`src/hdl/irq_prio_pkg.sv`:
```
package irq_prio_pkg;

  // ----------------------------------------------------------------------
  // Register map
  // ----------------------------------------------------------------------
  // The printed offsets are not multiples of four, so they are indexes.
  localparam logic [7:0] IDX_PRIO_0_3 = 8'h2C;
  localparam logic [7:0] IDX_PRIO_4_7 = 8'h2D;
  localparam logic [7:0] IDX_PRIO_8_11 = 8'h2E;
  localparam logic [7:0] IDX_PRIO_12_13 = 8'h2F;
  localparam logic [7:0] IDX_FLAGS = 8'h30;
  localparam logic [7:0] IDX_STATUS = 8'h31;
  localparam logic [7:0] IDX_ENABLE_LO = 8'h32;
  localparam logic [7:0] IDX_ENABLE_HI = 8'h33;
  localparam logic [7:0] IDX_EDGE_LO = 8'h34;
  localparam logic [7:0] IDX_EDGE_HI = 8'h35;
  localparam logic [7:0] IDX_PEND_LO = 8'h36;
  localparam logic [7:0] IDX_PEND_HI = 8'h37;
  localparam int ADDR_LSB = 2;

  // ----------------------------------------------------------------------
  // Reset values and fields
  // ----------------------------------------------------------------------
  localparam logic [7:0] PRIO_RESET = 8'hFF;
  localparam logic [7:0] PRIO3_RO_MASK = 8'hF0;
  localparam logic [7:0] FLAGS_RESET = 8'hEA;
  localparam int FLAG_HI_POS = 5;
  localparam int FLAG_LO_POS = 3;

  // ----------------------------------------------------------------------
  // Priority level codes (high bit, low bit)
  // ----------------------------------------------------------------------
  localparam logic [1:0] LVL0 = 2'b10;
  localparam logic [1:0] LVL1 = 2'b01;
  localparam logic [1:0] LVL2 = 2'b00;
  localparam logic [1:0] LVL3 = 2'b11;

  // ----------------------------------------------------------------------
  // Vectors
  // ----------------------------------------------------------------------
  localparam int NUM_SRC = 14;
  localparam logic [15:0] VEC_RESET = 16'hFFFE;
  localparam logic [15:0] VEC_TRAP = 16'hFFFC;
  localparam logic [15:0] VEC_TOP = 16'hFFFA;
  // Sources 1..13 that may end halt: plug, port A, suspend end, port D, port C, SPI.
  localparam logic [13:0] HALT_WAKE_MASK = 14'h0666;

  typedef enum logic [2:0] {
    CPU_NONE, CPU_ENABLE, CPU_DISABLE, CPU_HALT, CPU_WAIT, CPU_RETURN, CPU_POP, CPU_TRAP
  } cpu_op_e;

  typedef struct packed {
    logic take;
    logic [3:0] index;
    logic [1:0] level;
    logic [15:0] vector;
    logic fixed_kind;
  } irq_req_s;

endpackage

```
`src/hdl/nested_irq_priority_ctrl.sv`:
```
// The implementer's own choice: the Wishbone register port.
`timescale 1ns/1ps
module nested_irq_priority_ctrl #(
  parameter int NSRC = irq_prio_pkg::NUM_SRC
) (
  // Clock and reset
  input wire logic clk_sys_i,
  input wire logic resetn_i,
  // Wishbone slave
  input wire logic wb_cyc_i,
  input wire logic wb_stb_i,
  input wire logic wb_we_i,
  input wire logic [7:0] wb_adr_i,
  input wire logic [3:0] wb_sel_i,
  input wire logic [31:0] wb_dat_i,
  output logic [31:0] wb_dat_o,
  output logic wb_ack_o,
  // Interrupt sources
  input wire logic [NSRC-1:0] src_req_i,
  input wire logic trap_i,
  input wire logic halted_i,
  // CPU core side
  input wire logic cpu_ack_i,
  input wire logic [2:0] cpu_op_i,
  input wire logic [7:0] cpu_pop_flags_i,
  output irq_prio_pkg::irq_req_s irq_req_o,
  output logic [7:0] flags_o
);

  // ----------------------------------------------------------------------
  // Reset release
  // ----------------------------------------------------------------------
  logic rst_meta;
  logic rst_n;
  always_ff @(posedge clk_sys_i or negedge resetn_i) begin
    if (!resetn_i) begin
      rst_meta <= 1'b0;
      rst_n <= 1'b0;
    end else begin
      rst_meta <= 1'b1;
      rst_n <= rst_meta;
    end
  end

  // ----------------------------------------------------------------------
  // Input synchronisers
  // ----------------------------------------------------------------------
  logic [NSRC-1:0] src_meta;
  logic [NSRC-1:0] src_sync;
  logic [NSRC-1:0] src_prev;
  always_ff @(posedge clk_sys_i or negedge rst_n) begin
    if (!rst_n) begin
      src_meta <= '0;
      src_sync <= '0;
      src_prev <= '0;
    end else begin
      src_meta <= src_req_i;
      src_sync <= src_meta;
      src_prev <= src_sync;
    end
  end

  // ----------------------------------------------------------------------
  // Functions
  // ----------------------------------------------------------------------
  // Maps the level code onto a plain rank 0..3.
  function automatic logic [1:0] rank(input logic [1:0] code);
    case (code)
      irq_prio_pkg::LVL0: rank = 2'd0;
      irq_prio_pkg::LVL1: rank = 2'd1;
      irq_prio_pkg::LVL2: rank = 2'd2;
      default: rank = 2'd3;
    endcase
  endfunction

  // Merges one byte into a priority register, keeping pairs written as level 0.
  function automatic logic [7:0] merge(input logic [7:0] old, input logic [7:0] wr);
    logic [7:0] res;
    res = old;
    for (int p = 0; p < 4; p++) begin
      if (wr[2*p+:2] != irq_prio_pkg::LVL0) begin
        res[2*p+:2] = wr[2*p+:2];
      end
    end
    return res;
  endfunction

  // ----------------------------------------------------------------------
  // Registers
  // ----------------------------------------------------------------------
  logic [7:0] prio [4];
  logic [7:0] flags;
  logic [NSRC-1:0] enable;
  logic [NSRC-1:0] edge_mode;
  logic [NSRC-1:0] latch;
  logic [1:0] svc_level;
  logic [3:0] svc_index;
  logic in_svc;
  logic ack_q;
  logic [31:0] rd_q;
  irq_prio_pkg::irq_req_s req_q;
  logic [7:0] next_prio [4];
  logic [7:0] next_flags;
  logic [NSRC-1:0] next_enable;
  logic [NSRC-1:0] next_edge_mode;
  logic [NSRC-1:0] next_latch;
  logic [1:0] next_svc_level;
  logic [3:0] next_svc_index;
  logic next_in_svc;
  logic next_ack;
  logic [31:0] next_rd;
  irq_prio_pkg::irq_req_s next_req;

  logic wb_hit;
  logic wb_wr;
  logic [7:0] idx;
  logic [7:0] wbyte;
  logic [NSRC-1:0] pending;
  logic [1:0] cur_rank;
  logic [1:0] best_rank;
  logic [3:0] best_idx;
  logic best_found;
  irq_prio_pkg::irq_req_s cand;

  localparam int ADDR_LSB = irq_prio_pkg::ADDR_LSB;
  assign wb_hit = wb_cyc_i && wb_stb_i && !ack_q;
  // A write lands at the edge where the master sees ack, while its request still stands.
  assign wb_wr = wb_cyc_i && wb_stb_i && ack_q && wb_we_i && wb_sel_i[0];
  assign idx = {2'b00, wb_adr_i[7:ADDR_LSB]};
  assign wbyte = wb_dat_i[7:0];

  // ----------------------------------------------------------------------
  // Arbitration
  // ----------------------------------------------------------------------
  always_comb begin
    pending = latch & enable;
    cur_rank = rank({flags[irq_prio_pkg::FLAG_HI_POS], flags[irq_prio_pkg::FLAG_LO_POS]});
    best_found = 1'b0;
    best_rank = 2'd0;
    best_idx = 4'd0;
    cand = '0;
    for (int n = NSRC - 1; n >= 1; n--) begin
      if (pending[n] && (rank(prio[n/4][2*(n%4)+:2]) > cur_rank)
          && (!halted_i || irq_prio_pkg::HALT_WAKE_MASK[n])
          && (!best_found || rank(prio[n/4][2*(n%4)+:2]) >= best_rank)) begin
        best_found = 1'b1;
        best_rank = rank(prio[n/4][2*(n%4)+:2]);
        best_idx = 4'(n);
      end
    end
    if (trap_i && !halted_i) begin
      cand.take = 1'b1;
      cand.fixed_kind = 1'b1;
      cand.level = irq_prio_pkg::LVL3;
      cand.vector = irq_prio_pkg::VEC_TRAP;
    end else if (latch[0]) begin
      cand.take = 1'b1;
      cand.fixed_kind = 1'b1;
      cand.level = irq_prio_pkg::LVL3;
      cand.vector = irq_prio_pkg::VEC_TOP;
    end else if (best_found) begin
      cand.take = 1'b1;
      cand.index = best_idx;
      cand.level = prio[best_idx/4][2*(best_idx%4)+:2];
      cand.vector = 16'(irq_prio_pkg::VEC_TOP - 16'(2 * best_idx));
    end
  end

  // ----------------------------------------------------------------------
  // State update
  // ----------------------------------------------------------------------
  always_comb begin
    for (int r = 0; r < 4; r++) begin
      next_prio[r] = prio[r];
    end
    next_flags = flags;
    next_enable = enable;
    next_edge_mode = edge_mode;
    next_latch = latch;
    next_svc_level = svc_level;
    next_svc_index = svc_index;
    next_in_svc = in_svc;
    next_ack = wb_hit;
    next_rd = 32'h0000_0000;
    next_req = cand;
    // Bus writes.
    if (wb_wr) begin
      case (idx)
        irq_prio_pkg::IDX_PRIO_0_3: next_prio[0] = merge(prio[0], wbyte);
        irq_prio_pkg::IDX_PRIO_4_7: next_prio[1] = merge(prio[1], wbyte);
        irq_prio_pkg::IDX_PRIO_8_11: next_prio[2] = merge(prio[2], wbyte);
        irq_prio_pkg::IDX_PRIO_12_13:
          next_prio[3] = merge(prio[3], wbyte) | irq_prio_pkg::PRIO3_RO_MASK;
        irq_prio_pkg::IDX_ENABLE_LO: next_enable[7:0] = wbyte;
        irq_prio_pkg::IDX_ENABLE_HI: next_enable[NSRC-1:8] = wbyte[NSRC-9:0];
        irq_prio_pkg::IDX_EDGE_LO: next_edge_mode[7:0] = wbyte;
        irq_prio_pkg::IDX_EDGE_HI: next_edge_mode[NSRC-1:8] = wbyte[NSRC-9:0];
        default: ;
      endcase
    end
    // Bus reads; unmapped indexes read zero.
    if (wb_hit && !wb_we_i) begin
      case (idx)
        irq_prio_pkg::IDX_PRIO_0_3: next_rd[7:0] = prio[0];
        irq_prio_pkg::IDX_PRIO_4_7: next_rd[7:0] = prio[1];
        irq_prio_pkg::IDX_PRIO_8_11: next_rd[7:0] = prio[2];
        irq_prio_pkg::IDX_PRIO_12_13: next_rd[7:0] = prio[3];
        irq_prio_pkg::IDX_FLAGS: next_rd[7:0] = flags;
        irq_prio_pkg::IDX_STATUS: next_rd[7:0] = {in_svc, svc_index, 1'b0, svc_level};
        irq_prio_pkg::IDX_ENABLE_LO: next_rd[7:0] = enable[7:0];
        irq_prio_pkg::IDX_ENABLE_HI: next_rd[NSRC-9:0] = enable[NSRC-1:8];
        irq_prio_pkg::IDX_EDGE_LO: next_rd[7:0] = edge_mode[7:0];
        irq_prio_pkg::IDX_EDGE_HI: next_rd[NSRC-9:0] = edge_mode[NSRC-1:8];
        irq_prio_pkg::IDX_PEND_LO: next_rd[7:0] = latch[7:0];
        irq_prio_pkg::IDX_PEND_HI: next_rd[NSRC-9:0] = latch[NSRC-1:8];
        default: ;
      endcase
    end
    // CPU instructions acting on the level.
    // instruction levels
    case (irq_prio_pkg::cpu_op_e'(cpu_op_i))
      irq_prio_pkg::CPU_ENABLE, irq_prio_pkg::CPU_HALT, irq_prio_pkg::CPU_WAIT: begin
        next_flags[irq_prio_pkg::FLAG_HI_POS] = irq_prio_pkg::LVL0[1];
        next_flags[irq_prio_pkg::FLAG_LO_POS] = irq_prio_pkg::LVL0[0];
      end
      irq_prio_pkg::CPU_DISABLE, irq_prio_pkg::CPU_TRAP: begin
        next_flags[irq_prio_pkg::FLAG_HI_POS] = irq_prio_pkg::LVL3[1];
        next_flags[irq_prio_pkg::FLAG_LO_POS] = irq_prio_pkg::LVL3[0];
      end
      irq_prio_pkg::CPU_RETURN, irq_prio_pkg::CPU_POP: begin
        next_flags = cpu_pop_flags_i;
        if (irq_prio_pkg::cpu_op_e'(cpu_op_i) == irq_prio_pkg::CPU_RETURN) begin
          next_in_svc = 1'b0;
        end
      end
      default: ;
    endcase
    // Service entry on CPU acknowledge at an instruction boundary.
    // acknowledge clears the top and edge-mode latches
    if (cpu_ack_i && req_q.take) begin
      next_flags[irq_prio_pkg::FLAG_HI_POS] = req_q.level[1];
      next_flags[irq_prio_pkg::FLAG_LO_POS] = req_q.level[0];
      next_svc_level = req_q.level;
      next_svc_index = req_q.index;
      next_in_svc = 1'b1;
      if (req_q.vector == irq_prio_pkg::VEC_TOP) begin
        next_latch[0] = 1'b0;
      end else if (!req_q.fixed_kind && edge_mode[req_q.index]) begin
        next_latch[req_q.index] = 1'b0;
      end
    end
    // Request capture wins over the clear in the same cycle.
    for (int n = 0; n < NSRC; n++) begin
      if (edge_mode[n] || n == 0) begin
        if (src_sync[n] && !src_prev[n]) begin
          next_latch[n] = 1'b1;
        end
      end else begin
        next_latch[n] = src_sync[n];
      end
    end
    // re-entry on raised level
    // A rewritten pair only matters through arbitration, which already compares
    // the new stored level against the current one, so a pending raise re-enters.
  end

  always_ff @(posedge clk_sys_i or negedge rst_n) begin
    if (!rst_n) begin
      for (int r = 0; r < 4; r++) begin
        prio[r] <= irq_prio_pkg::PRIO_RESET;
      end
      flags <= irq_prio_pkg::FLAGS_RESET;
      enable <= '0;
      edge_mode <= '0;
      latch <= '0;
      svc_level <= irq_prio_pkg::LVL3;
      svc_index <= 4'd0;
      in_svc <= 1'b0;
      ack_q <= 1'b0;
      rd_q <= 32'h0000_0000;
      req_q <= '0;
    end else begin
      for (int r = 0; r < 4; r++) begin
        prio[r] <= next_prio[r];
      end
      flags <= next_flags;
      enable <= next_enable;
      edge_mode <= next_edge_mode;
      latch <= next_latch;
      svc_level <= next_svc_level;
      svc_index <= next_svc_index;
      in_svc <= next_in_svc;
      ack_q <= next_ack;
      rd_q <= next_rd;
      req_q <= next_req;
    end
  end

  assign wb_ack_o = ack_q;
  assign wb_dat_o = rd_q;
  assign irq_req_o = req_q;
  assign flags_o = flags;
endmodule // nested_irq_priority_ctrl

```
`config.mk`:
```
export PLATFORM = sky130hd
export DESIGN_NAME = nested_irq_priority_ctrl
export DESIGN_NICKNAME = d
export VERILOG_FILES = /design/src/hdl/irq_prio_pkg.sv /design/src/hdl/nested_irq_priority_ctrl.sv
export SDC_FILE = /design/constraint.sdc
export NUM_CORES = 1
export LEC_CHECK = 0
export BUFFER_PORTS_ARGS = -buffer_cell sky130_fd_sc_hd__clkbuf_2
export CAP_MARGIN = 15
export CORE_UTILIZATION = 30
export CTS_CLUSTER_DIAMETER = 200
export DETAILED_ROUTE_END_ITERATION = 6
export SYNTH_ARGS = -nofsm -noshare
export SYNTH_HDL_FRONTEND = slang
export SYNTH_SLANG_ARGS = --single-unit
```
`constraint.sdc`:
```
create_clock -name clk_sys_i -period 5.7 [get_ports clk_sys_i]
set_input_delay 1.71 -clock clk_sys_i [delete_from_list [all_inputs] [get_ports clk_sys_i]]
set_output_delay 1.71 -clock clk_sys_i [all_outputs]
set_load 0.01 [all_outputs]
```
Word-level counts from Yosys, hierarchy flattened --
Cells that the tools add are included.
Storage, ports and cells: output and inout bits 65, bits of input ports 77, word-level logic and storage cells 438, register bits after elaboration 162
Operators by class: shift operators 1, bitwise logic cells 4, reductions and logical operators 155, equality and inequality tests 91, order comparisons 28, muxes and demuxes 108, add/subtract/negate cells 1
Operators with widths (number):
- 2-bit case mux with 3 select lines | 14
- 3-bit AND reduction | 27
- 3-bit by 1-bit != test with 1-bit output (second input constant) | 26
- 6-bit equality test (second input constant) | 12
- 6-bit case mux with 12 select lines | 1
- 4-bit two-way mux | 15
- 1-bit logical AND | 56
- 1-bit two-way mux | 51
- 3-bit by 2-bit != test with 1-bit output (second input constant) | 13
- 33-bit by 3-bit >= comparator with 1-bit output (second input constant) | 1
- 2-bit inverter with 33-bit output | 1
- 1-bit logical NOT | 30
- 14-bit bitwise AND | 2
- 2-bit by 1-bit equality test with 1-bit output (second input constant) | 14
- 2-bit equality test (second input constant) | 14
- 2-bit logical NOT | 14
- 14-bit two-way mux | 2
- 2-bit greater-than comparator | 13
- 2-bit >= comparator | 12
- 2-bit two-way mux | 12
- 8-bit two-way mux | 3
- 23-bit two-way mux | 1
- 19-bit two-way mux | 1
- 18-bit two-way mux | 1
- 25 further kinds | 52

Depth between registers and ports, before layout --
word-level depth 62, depth in mapped cells 98, depth with buffers taken out 97

Worst setup path before layout --
OpenSTA, ideal clock, no wires.
kind input port to flip-flop, start input port halted_i, end register req_q (netlist bit irq_req_o[17]), path buffers 0, stages on the path 90, setup time 82 ps, arrival time 17592 ps, slack -11974 ps, data required time 5618 ps, path through nor2b_2 o2111a_2 o21ai_0 inv_1 ha_1 nand2b_1 a21oi_1 a21oi_1 mux2i_1 ha_1 nand2b_1 a21oi_1 a21boi_0 nor2_1 o21ai_0 inv_1 ha_1 nand2b_1 (+54 left out) nand2_1 mux2_2 ha_1 nand2b_1 a21oi_1 a21oi_1 a21oi_4 a21o_1 ha_1 nand2b_1 a21oi_1 a21o_2 nand2_1 nor4b_4 nand2_1 mux2i_1 a221o_1 a31oi_1
RTL lines:
- start, declared | RTL line nested_irq_priority_ctrl.sv:21 | input wire logic halted_i,
- end signal, assigned | RTL line nested_irq_priority_ctrl.sv:295 | req_q <= next_req;
- end, declared | RTL line nested_irq_priority_ctrl.sv:101 | irq_prio_pkg::irq_req_s req_q;

==> reports/qor.txt <==
Crit path launch type -> input pin
CP Data Arrival Time -> 16.75 ns
Synth Instances -> 909
Setup crit end kind -> flip-flop
DR vias -> 8091
# hold bufs at CTS -> 0
Die height -> 178 um
GRT Util Overall -> 0.190
WL/cell -> 18.4 um
Nets -> 1341
DRC errors left -> 1
Commonest cells in the synthesized netlist -> dfrtp_1, nand2_1, ha_1
Post-DRT Antenna Nets -> 0
CTS root buffer -> clkbuf_16
Maximum VDD drop -> 0.238 mV
RSZ-0062 raised after global routing -> true
Tmin final -> 16.40 ns
Ys async rst share -> 1.00
Slew @ Worst Pin -> 0.991 ns
Clock buffer count from CTS -> 17
Fmax -> 61.0 MHz
Vias per cell -> 5.06
Final Power -> 3.12 mW
Status -> finished, violations left
Worst hold slack -> 0.348 ns
Synth area leaders -> dfrtp_1, ha_1, dfstp_2
Max stage delay on crit path -> 0.33 ns
Top-count cell post-synth -> dfrtp_1
Dpl ws -> -11.45 ns
Crit Path Class -> input pin to flip-flop
Sink Count -> 151
Dpl hpwl -> 22400 um
Die footprint -> 0.0317 mm^2
Fin. Hold Viols -> 0
Post-synth EDFFs -> 0
Starting Density -> 0.304
Drt first pass iters -> 7
Share of layout cells above drive strength 1 -> 0.448
Initial antenna violation count -> 2
Row Count -> 64
Slew HR -> 0.339
Power Dens Cells -> 245 mW/mm^2
Final period utilization -> 2.88
Failing checks -> design-rule violations, negative setup slack
I/O pins -> 142
Setup ws final -> -10.70 ns
Final setup fails -> 10
Clk pin slew, worst setup/hold paths -> 0.06 ns
First-pass GRT wire length -> 45200 um
Largest fanout on the critical path -> 8
Maximum number of pins on one net before global-route repair -> 77
Clock latency on the worst-skew pair -> 0.43 ns
Top_reg_cell synth -> dfrtp_1
CP required -> 6.05 ns
Clock Path Buffers -> 2
PortBufs -> 87
CP max stage cell -> ha_1
Synth warn -> 0
DR iter-0 viols -> 526
HP Class -> flip-flop to flip-flop
Routability cong. -> 0.925
Top-area cell type share of the netlist area -> 0.312
Netlist Area Pre-Place -> 0.00931 mm^2
Synth-to-layout area growth -> 36.7%
Clock skew -> 0.00722 ns
Netlist cell types -> 89
H-tree levels -> 4
Sequential fraction of the synthesis area -> 0.411
Post-route cell area -> 0.0127 mm^2
Synth Register Bits -> 151
Vias in the first global route -> 7910
Hold Path Stages -> 0
Final WL -> 29500 um
Post-DP Area -> 0.0115 mm^2
Dominant cell type by area after synthesis -> dfrtp_1
Core ar. -> 0.0306 mm^2
Syn avg cell area -> 10.2 um^2
CTS tree -> yes
Max Cap Viol -> 0
Util after Layout -> 0.416
Die width -> 178 um
R2R cell count -> 95
Leakage -> 6.15 nW
GRT overflow -> 0
Max-slew violations -> 0
==> registers in the layout, indices dropped and copies added (netlist names) <==
register / cells
edge_mode: 14
enable: 14
flags_o: 8
in_svc: 1
irq_req_o: 13
latch: 14
prio: 28
rst_meta: 1
rst_n: 1
src_meta: 14
src_prev: 14
src_sync: 14
svc_index: 4
svc_level: 2
wb_ack_o: 1
wb_dat_o: 8
==> cells in the final DEF (no fill, tap or decap), drive strengths merged, types with 3 or more instances in the layout <==
master / synthesis / final
o211ai: 9 / 9
a31oi: 3 / 3
o211a: 4 / 4
nand2b: 13 / 13
bufinv: 0 / 3
nor2: 72 / 72
clkbuf: 17 / 104
o21ai: 52 / 52
a221oi: 4 / 4
a21o: 9 / 9
nand3b: 6 / 6
o21a: 3 / 3
inv: 35 / 43
o31ai: 5 / 5
dfstp: 35 / 35
mux2: 49 / 49
o2111ai: 10 / 10
or2: 6 / 6
o221ai: 10 / 10
ha: 74 / 74
nand4: 5 / 5
buf: 40 / 208
nand3: 16 / 16
a32o: 14 / 14
nor3: 8 / 8
nor3b: 3 / 3
a21oi: 54 / 54
a211oi: 6 / 6
and2: 10 / 10
mux4: 12 / 12
dfrtp: 116 / 116
and2b: 4 / 4
conb: 2 / 26
nand2: 114 / 114
mux2i: 14 / 14
a22oi: 7 / 7
nor2b: 16 / 16
and3b: 9 / 9
==> metal layers <==
| metal | part of all wire | global-route usage |
|---|---|---|
| met3 | 0.044 | 0.0283 |
| met1 | 0.46 | 0.260 |
| met4 | 0.017 | 0.0484 |
| met5 | 0 | 0 |
| met2 | 0.48 | 0.314 |
==> where the power goes <==
part           total [mW]  switching [mW]  leakage [nW]  internal (mW)
logic               0.685           0.395          4.04          0.290
clock network        1.21           0.497         0.306          0.710
registers            1.23          0.0724          1.81           1.15
==> through the flow <==
step,std cells,TNS (ns)
after global routing,1600,-111.97
final,1600,-104.16
after floorplan,933,-106.72
after global placement,1536,-106.95
after CTS,1590,-101.88
after detailed placement,1536,-111.55
==> path summary, 6_finish.rpt <==
path / slack [ns] / end / startpoint
max in group asynchronous: 3.74 / latch[6] / rst_n
worst min register to register: 0.35 / src_sync[6] / src_meta[6]
min in group asynchronous: 0.49 / edge_mode[2] / rst_n
worst max-delay path: -10.70 / irq_req_o[17] / halted_i
worst min-delay path: 0.35 / src_sync[6] / src_meta[6]
worst max register to register: -10.65 / irq_req_o[17] / flags_o[5]
==> worst max-delay path, delay by kind of cell <==
family	cells	cell delay, ns
buffers and inverters	6	0.56
and+or+nand+nor	26	3.45
muxes	4	1.03
adders and majority gates	12	3.21
AOI/OAI and AO/OA	44	6.81
==> area by class of cell <==
type | count | area [um^2]
clock buffer | 17 | 425
inverter | 35 | 131
antenna | 1 | 2.50
tap | 396 | 495
clock inverter | 15 | 210
sequential | 151 | 3830
timing repair buffer | 295 | 2060
fill | 2973 | 17900
multi-input combinational | 690 | 5580
==> timing repair <==
action / in CTS / in global routing
gates resized for setup: 36 / 25
setup buffers: 22 / 9
endpoints found under the setup margin: 10 / 10
pin swaps: 26 / 5
==> cells by family (layout without fill, tap and decap cells) <==
kind of cell | Yosys count | after routing | synth area share
compound gates | 216 | 216 | 0.170
xor+xnor | 2 | 2 | 0.00188
fa+ha+maj | 75 | 75 | 0.101
buf+inv | 92 | 362 | 0.0539
flops | 151 | 151 | 0.411
mux | 75 | 75 | 0.103
other cells | 2 | 27 | 0.000807
simple gates | 296 | 296 | 0.158
No activity file was read; power rests on OpenSTA's default activity.
